<file path="src/core/tft_timing_pkg.sv">
// Constants shared by the panel timing register block and its helpers
package tft_timing_pkg;

	// Bus and counter widths
	localparam int ADDR_W   = 8;
	localparam int DATA_W   = 8;
	localparam int CNT_W    = 11;
	localparam int NUM_REGS = 8;
	localparam int IDX_W    = 3;

	// Register offsets, contiguous from the first to the last
	localparam logic [7:0] OFF_VACT_LO = 8'h3D;
	localparam logic [7:0] OFF_VACT_HI = 8'h3E;
	localparam logic [7:0] OFF_VST_LO  = 8'h3F;
	localparam logic [7:0] OFF_VST_HI  = 8'h40;
	localparam logic [7:0] OFF_FSW     = 8'h41;
	localparam logic [7:0] OFF_LSW     = 8'h42;
	localparam logic [7:0] OFF_LSP_LO  = 8'h43;
	localparam logic [7:0] OFF_LSP_HI  = 8'h44;

	// Index of each register inside the storage array
	localparam int IDX_VACT_LO = 0;
	localparam int IDX_VACT_HI = 1;
	localparam int IDX_VST_LO  = 2;
	localparam int IDX_VST_HI  = 3;
	localparam int IDX_FSW     = 4;
	localparam int IDX_LSW     = 5;
	localparam int IDX_LSP_LO  = 6;
	localparam int IDX_LSP_HI  = 7;

	// High parts keep bits 2-0; bit 3 reserved, upper bits absent
	localparam int         HI_FIELD_MSB = 2;
	localparam logic [7:0] MASK_FULL    = 8'hFF;
	localparam logic [7:0] MASK_HI      = 8'h07;

	// Reset values
	localparam logic [7:0] RST_FSW   = 8'h02;
	localparam logic [7:0] RST_LSW   = 8'h07;
	localparam logic [7:0] RST_OTHER = 8'h00;

	// Per register reset value, in index order
	localparam logic [7:0] REG_RESET [NUM_REGS] = '{
		RST_OTHER, RST_OTHER, RST_OTHER, RST_OTHER,
		RST_FSW,   RST_LSW,   RST_OTHER, RST_OTHER
	};

	// Per register writable bits, in index order
	localparam logic [7:0] REG_WMASK [NUM_REGS] = '{
		MASK_FULL, MASK_HI, MASK_FULL, MASK_HI,
		MASK_FULL, MASK_FULL, MASK_FULL, MASK_HI
	};

	// Frame sync always starts on the first line of the frame
	localparam logic [10:0] FRAME_SYNC_START = 11'h000;

	// Read data for an unmapped address
	localparam logic [7:0] RD_UNMAPPED = 8'h00;

endpackage

</file>
<file path="src/core/sync_window.sv">
// Window decoder: high while a count lies in a start-plus-length span
`timescale 1ns/10ps
`default_nettype none

module sync_window
	import tft_timing_pkg::*;
(
	input  wire logic [CNT_W-1:0] i_count,   // Running pixel or line count
	input  wire logic [CNT_W-1:0] i_start,   // First count inside window
	input  wire logic [CNT_W-1:0] i_len_m1,  // Window length minus one
	output logic                  o_inside   // Count is inside window
);
	// Distance from the window start, only meaningful past the start
	wire [CNT_W-1:0] offset = i_count - i_start;

	// Past the start
	wire past_start = (i_count >= i_start);

	// Within length; a window reaching beyond the count range is cut there
	wire within_len = (offset <= i_len_m1);

	// Combinational decision; the caller registers it
	assign o_inside = past_start && within_len;

endmodule
`default_nettype wire

</file>
<file path="src/core/tft_frame_line_timing_regs.sv">
// Panel timing registers with the pixel/line counter and sync generator
//
// What this block does
// - Holds 11-bit start line of active lines
// - Start line joins high bits 2-0, low byte
// - Frame sync lasts register plus one lines
// - Line sync lasts register plus one pixels
// - Line sync starts at programmed pixel position
// - Line sync position joins low, next register
//
// The address-and-strobe port was chosen for this implementation.
`timescale 1ns/10ps
`default_nettype none

module tft_frame_line_timing_regs
	import tft_timing_pkg::*;
(
	input  wire logic                         i_clk,            // System clock
	input  wire logic                         i_sys_rst,        // Sync reset, high
	input  wire logic [tft_timing_pkg::ADDR_W-1:0] i_addr,      // Register address
	input  wire logic [tft_timing_pkg::DATA_W-1:0] i_wr_data,   // Write data
	input  wire logic                         i_wr_strobe,      // Write strobe
	input  wire logic                         i_rd_strobe,      // Read strobe
	output logic      [tft_timing_pkg::DATA_W-1:0] o_rd_data,   // Read data, next cycle
	input  wire logic [tft_timing_pkg::CNT_W-1:0]  i_line_total,  // Last pixel index
	input  wire logic [tft_timing_pkg::CNT_W-1:0]  i_frame_total, // Last line index
	output logic                              o_line_sync_out,  // Line sync pulse
	output logic                              o_frame_sync_out, // Frame sync pulse
	output logic                              o_vert_active,    // Active line period
	output logic      [tft_timing_pkg::CNT_W-1:0]  o_pixel_count, // Pixel count
	output logic      [tft_timing_pkg::CNT_W-1:0]  o_line_count   // Line count
);
	import tft_timing_pkg::*;

	// Address falls inside the register window
	function automatic logic reg_hit(input logic [ADDR_W-1:0] a);
		reg_hit = (a >= OFF_VACT_LO) && (a <= OFF_LSP_HI);
	endfunction

	// Storage index of an address inside the window
	function automatic logic [IDX_W-1:0] reg_idx(input logic [ADDR_W-1:0] a);
		logic [ADDR_W-1:0] d;
		d       = a - OFF_VACT_LO;
		reg_idx = d[IDX_W-1:0];
	endfunction

	// Register storage, one byte per offset
	logic [DATA_W-1:0] regs_q [NUM_REGS];

	// Read data register
	logic [DATA_W-1:0] rd_data_q;
	logic [DATA_W-1:0] rd_data_d;

	// Timing counters
	logic [CNT_W-1:0] pix_q;
	logic [CNT_W-1:0] pix_d;
	logic [CNT_W-1:0] line_q;
	logic [CNT_W-1:0] line_d;

	// Registered sync outputs
	logic             line_sync_q;
	logic             frame_sync_q;
	logic             vert_active_q;
	logic [CNT_W-1:0] pix_out_q;
	logic [CNT_W-1:0] line_out_q;

	// Bus decode, shared by write and read paths
	wire              addr_hit = reg_hit(i_addr);
	wire [IDX_W-1:0]  addr_idx = reg_idx(i_addr);
	wire              wr_hit   = i_wr_strobe && addr_hit;

	// Writes into each register; masked bits stay zero
	genvar gi;
	generate
		for (gi = 0; gi < NUM_REGS; gi++)
		begin : g_reg
			// Only the field bits of high parts take writes,
			// so a stray write to reserved bit 3 cannot upset the timing
			always_ff @(posedge i_clk)
			begin
				if (i_sys_rst)
					regs_q[gi] <= REG_RESET[gi];
				else if (wr_hit && (addr_idx == IDX_W'(gi)))
					regs_q[gi] <= i_wr_data & REG_WMASK[gi];
			end
		end
	endgenerate

	wire [CNT_W-1:0] vert_start_line =
		{regs_q[IDX_VST_HI][HI_FIELD_MSB:0], regs_q[IDX_VST_LO]};

	wire [CNT_W-1:0] vert_active_lines =
		{regs_q[IDX_VACT_HI][HI_FIELD_MSB:0], regs_q[IDX_VACT_LO]};

	wire [CNT_W-1:0] line_sync_position =
		{regs_q[IDX_LSP_HI][HI_FIELD_MSB:0], regs_q[IDX_LSP_LO]};

	// Widths are already length minus one
	wire [CNT_W-1:0] frame_sync_width = {3'h0, regs_q[IDX_FSW]};
	wire [CNT_W-1:0] line_sync_width  = {3'h0, regs_q[IDX_LSW]};

	// Read mux; reserved and absent bits read as zero from storage
	assign rd_data_d = addr_hit ? regs_q[addr_idx] : RD_UNMAPPED;

	// Read data stand only in the cycle after the strobe
	always_ff @(posedge i_clk)
	begin
		if (i_sys_rst)
			rd_data_q <= RD_UNMAPPED;
		else if (i_rd_strobe)
			rd_data_q <= rd_data_d;
		else
			rd_data_q <= RD_UNMAPPED;
	end

	// Counter wrap points come from the outside totals
	wire pix_wrap  = (pix_q == i_line_total);
	wire line_wrap = (line_q == i_frame_total);

	// Next counts; a total lowered below the count wraps only at 2047
	assign pix_d  = pix_wrap ? '0 : pix_q + 11'h001;
	assign line_d = !pix_wrap ? line_q :
		(line_wrap ? '0 : line_q + 11'h001);

	// Pixel and line counters
	always_ff @(posedge i_clk)
	begin
		if (i_sys_rst)
		begin
			pix_q  <= '0;
			line_q <= '0;
		end
		else
		begin
			pix_q  <= pix_d;
			line_q <= line_d;
		end
	end

	// Window decisions, combinational
	logic ls_inside;
	logic fs_inside;
	logic va_inside;

	sync_window u_line_sync (
		.i_count  (pix_q),
		.i_start  (line_sync_position),
		.i_len_m1 (line_sync_width),
		.o_inside (ls_inside)
	);

	sync_window u_frame_sync (
		.i_count  (line_q),
		.i_start  (FRAME_SYNC_START),
		.i_len_m1 (frame_sync_width),
		.o_inside (fs_inside)
	);

	sync_window u_vert_active (
		.i_count  (line_q),
		.i_start  (vert_start_line),
		.i_len_m1 (vert_active_lines),
		.o_inside (va_inside)
	);

	// Outputs registered with the counts they belong to,
	// so the panel sees sync and counts aligned to the same edge
	always_ff @(posedge i_clk)
	begin
		if (i_sys_rst)
		begin
			line_sync_q   <= 1'b0;
			frame_sync_q  <= 1'b0;
			vert_active_q <= 1'b0;
			pix_out_q     <= '0;
			line_out_q    <= '0;
		end
		else
		begin
			line_sync_q   <= ls_inside;
			frame_sync_q  <= fs_inside;
			vert_active_q <= va_inside;
			pix_out_q     <= pix_q;
			line_out_q    <= line_q;
		end
	end

	// Port drives
	assign o_rd_data        = rd_data_q;
	assign o_line_sync_out  = line_sync_q;
	assign o_frame_sync_out = frame_sync_q;
	assign o_vert_active    = vert_active_q;
	assign o_pixel_count    = pix_out_q;
	assign o_line_count     = line_out_q;

	// Expected end counts, one bit wider so they cannot wrap
	wire [CNT_W:0] ls_end = {1'b0, line_sync_position}
		+ {1'b0, line_sync_width} + 12'h001;
	wire [CNT_W:0] fs_end = {1'b0, frame_sync_width} + 12'h001;
	wire [CNT_W:0] va_end = {1'b0, vert_start_line}
		+ {1'b0, vert_active_lines} + 12'h001;
endmodule
`default_nettype wire

</file>
<file path="config.mk">
export PLATFORM = sky130hd
export DESIGN_NAME = tft_frame_line_timing_regs
export DESIGN_NICKNAME = d
export VERILOG_FILES = /design/src/core/tft_timing_pkg.sv /design/src/core/sync_window.sv /design/src/core/tft_frame_line_timing_regs.sv
export SDC_FILE = /design/constraint.sdc
export NUM_CORES = 1
export LEC_CHECK = 0
export BUFFER_PORTS_ARGS = -buffer_cell sky130_fd_sc_hd__buf_2
export CAP_MARGIN = 20
export CORE_MARGIN = 2
export CORE_UTILIZATION = 50
export DETAILED_ROUTE_END_ITERATION = 10
export PLACE_DENSITY = 0.75
export SYNTH_ARGS = -nofsm -noshare
export SYNTH_HDL_FRONTEND = slang
export SYNTH_SLANG_ARGS = --single-unit
</file>
<file path="constraint.sdc">
create_clock -name i_clk -period 7.02 [get_ports i_clk]
set_input_delay 1.755 -clock i_clk [delete_from_list [all_inputs] [get_ports i_clk]]
set_output_delay 1.755 -clock i_clk [all_outputs]
set_load 0.05 [all_outputs]
</file>
==> results.md <==
- Status: finished, final reports clean
- Setup tns final: 0 ns
- Final-stage net count: 823
- CTS tree: done
- CTS Root Cell: clkbuf_16
- Syn Nets: 745
- Via count: 5,019
- Initial Utilization: 51.3%
- Syn_area_per_cell: 9.60 um2
- Yosys warning total: 0
- Min-Delay Path Class: reg2reg
- Fin crit share: 64.8%
- Largest cells by area after synthesis: edfxtp_1 24%, dfxtp_1 18%, ha_1 11%, nor2_1 5.6%, xor2_1 5.4%
- Reg area: 0.00257 mm2
- DP HPWL: 11,400 um
- Initial antenna violation count: 0
- Port-buffer cells: 74
- Post-Syn Instances: 645
- Final-report max-slew violation count: 0
- Die ar.: 0.0133 mm2
- Die height: 115 um
- Post-CTS setup buffers: 0
- Crit path DAT: 4.52 ns
- Total CTS buffers: 9
- Worst Skew: 0.0120 ns
- Xor and xnor fraction of the mapped netlist area: 7.36%
- Compound-Gate Fraction of Synth Area: 11.5%
- Die Width: 115 um
- Vias per cell: 5.60
- Placed cell area: 0.00674 mm2
- Number of max-cap violations: 0
- Io pins: 75
- Sequential area share after synthesis: 41.6%
- Maximum vdd drop: 0.104 mV
- H-tree Lvls: 3
- Routed WL: 14,800 um
- Critical-path top delay cell: o21ai_0
- Drt wl/cell: 16.5 um
- DRC: 0
- Leakage: 3.15 nW
- Adder-Cell Fraction of Synth Area: 12.0%
- Worst-path clk slew: 0.07 ns
- Fill cell count: 1,027
- Tmin final: 4.55 ns
- Mux cell area share after synthesis: 4.29%
- Fmax: 0.220 GHz
- Initial DRC count: 388
- CP startpoint kind: input pin
- Largest net degree at the start of global routing: 36
- Global-route wire length before repair: 23,200 um
- Post-synth EDFFs: 49
- Vias in the first global route: 4,679
- Reg-to-reg startpoint: line_q[0]
- Final Util: 58.7%
- Max FO, Critical Path: 14
- Hold Slack: 0.525 ns
- GRT overflow: 0
- Final setup violation count: 0
- Pre-antenna DRT Iters: 4
- Maximum root-to-sink buffer count: 2
- Tot Pwr: 0.00139 W
- Crit-path cells: buf_2 > inv_1 > ha_1 > a2111oi_4 > o2111ai_2 > o21ai_0
- Slew HR: 28.1%
- Total GRT Usage: 23.0%
- Ys async rst share: 0%
- Ys flop type: dfxtp_1
- Area leader, netlist: edfxtp_1
- P per Cell Area: 196 mW/mm2
- Synth Register Bits: 104
- Hold-fix buffers, CTS: 0
- Clk sink count: 104
- Crit. End Element: flop
- Row Count: 40
- Synth unique cells: 50
- Clk Latency, worst-skew pair: 0.36 ns
- Largest family of logic cells by synthesized area: simple AND/OR/NAND/NOR gates
- RSZ-0062 raised after global routing: false
- Core Area: 0.0121 mm2
- N_diodes: 0
- Slew @ Worst Pin: 1.07 ns
- Worst hold start: pix_q[10]
- Post-Synth Simple-Gate Area: 18.8%
- Share of post-route cells with drive strength above 1: 15.1%
- Area of the multi-input gates: 0.00334 mm2
- CP max stage delay: 0.98 ns
- Worst Setup SP: i_addr[0]
- Top cell type's share of synthesized area: 23.8%
- Crit Path Category: in2reg
- Final Hold Viols: 0
- Flop-to-flop setup slack: 3.19 ns
- Routability Congestion: 1.02
- Commonest cells post-synth: 93 x nor2_1, 58 x inv_1, 56 x ha_1
- Gates resized, CTS repair: 0
- Final Cell Area: 0.00708 mm2
- Antenna Violating Nets Remaining: 0
- Mapped Area: 0.00619 mm2
- Most frequent cell after synthesis: nor2_1
- P&R area growth vs syn: 14.4%
- WP data required: 6.99 ns
[where the power goes]
group / total [W] / switching, W / internal, W
Clock: 0.000531 / 0.000229 / 0.000302
Sequential: 0.000666 / 0.0000149 / 0.000651
Combinational: 0.000189 / 0.000112 / 0.0000770
Total: 0.00139 / 0.000356 / 0.00103
[critical path: cells and delay by family]
kind	cells	cell delay, ns
buffers and inverters	2	0.49
adder cells (fa/ha/maj)	1	0.32
AO/OA/AOI/OAI	3	1.95
[placed cells by master, fill, tap and decap left out, types with 3 or more instances in the layout]
cell type  Yosys  final
and2_1        12     12
nand3_1       15     15
or3_1          3      3
nor2b_1       25     25
mux4_2         6      6
a2111oi_0      3      3
nand4_1       19     19
a211oi_1       6      6
nand2b_1       5      5
nor4_1         6      6
o211ai_1       3      3
dfxtp_1       55     55
xnor2_1       14     14
buf_2          5     75
nand2_1       37     37
o22a_1         5      5
nor2_1        93     93
edfxtp_1      49     49
a21oi_1       22     22
and3_1         7      7
o21a_1         8      8
mux2i_1       13     13
o21ai_0       17     17
ha_1          56     56
a21boi_0       5      5
clkbuf_16      0     10
a21o_1         9      9
buf_4          0      5
o2111ai_1      4      4
nor3_1         9      9
inv_1         58     58
a31oi_1        3      3
xor2_1        38     38
[stage by stage]
| stage | worst slack [ns] | cells |
|---|---|---|
| 3_3_place_gp | 2.30 | 876 |
| 4_1_cts | 2.45 | 892 |
| 5_1_grt | 2.21 | 896 |
| 2_1_floorplan | 2.49 | 645 |
| 3_5_place_dp | 2.08 | 876 |
| 6_report | 2.47 | 896 |
[state kept, by name, indices dropped and copies added, names as in the netlist]
signal	count
o_line_sync_out	1
line_q	11
o_vert_active	1
pix_q	11
o_frame_sync_out	1
o_pixel_count	11
o_rd_data	8
regs_q	49
o_line_count	11
[final cells by class]
cell class	count	area share (%)
multi-input combinational	468	47.1
sequential	104	36.3
timing repair buffer	82	6.01
clock buffer	11	3.59
inverter	58	3.08
tap	168	2.97
clock inverter	5	0.884
[worst paths after layout]
kind	endpoint	depth (start not counted)
setup / recovery	regs_q[2][6]	6
hold / removal	o_pixel_count[10]	1
setup reg to reg	o_vert_active	15
hold reg to reg	o_pixel_count[10]	1
[cell families after synthesis]
kind of cell | Yosys count
flops | 104
buf+inv | 73
simple gates | 240
xor+xnor | 52
compound gates | 99
mux | 19
fa+ha+maj | 58
[metal layers]
metal / global-route usage, % / share of wire [%] / vias up / wire [um]
met4: 11.0 / 3.2 / 0 / 478
met1: 31.1 / 46 / 2343 / 6810
met5: 0 / 0 / - / 0
met3: 3.06 / 6.0 / 39 / 894
met2: 36.7 / 45 / 208 / 6590
li1: - / - / 2429 / -
Note: power is estimated with default switching activity, not from simulation.
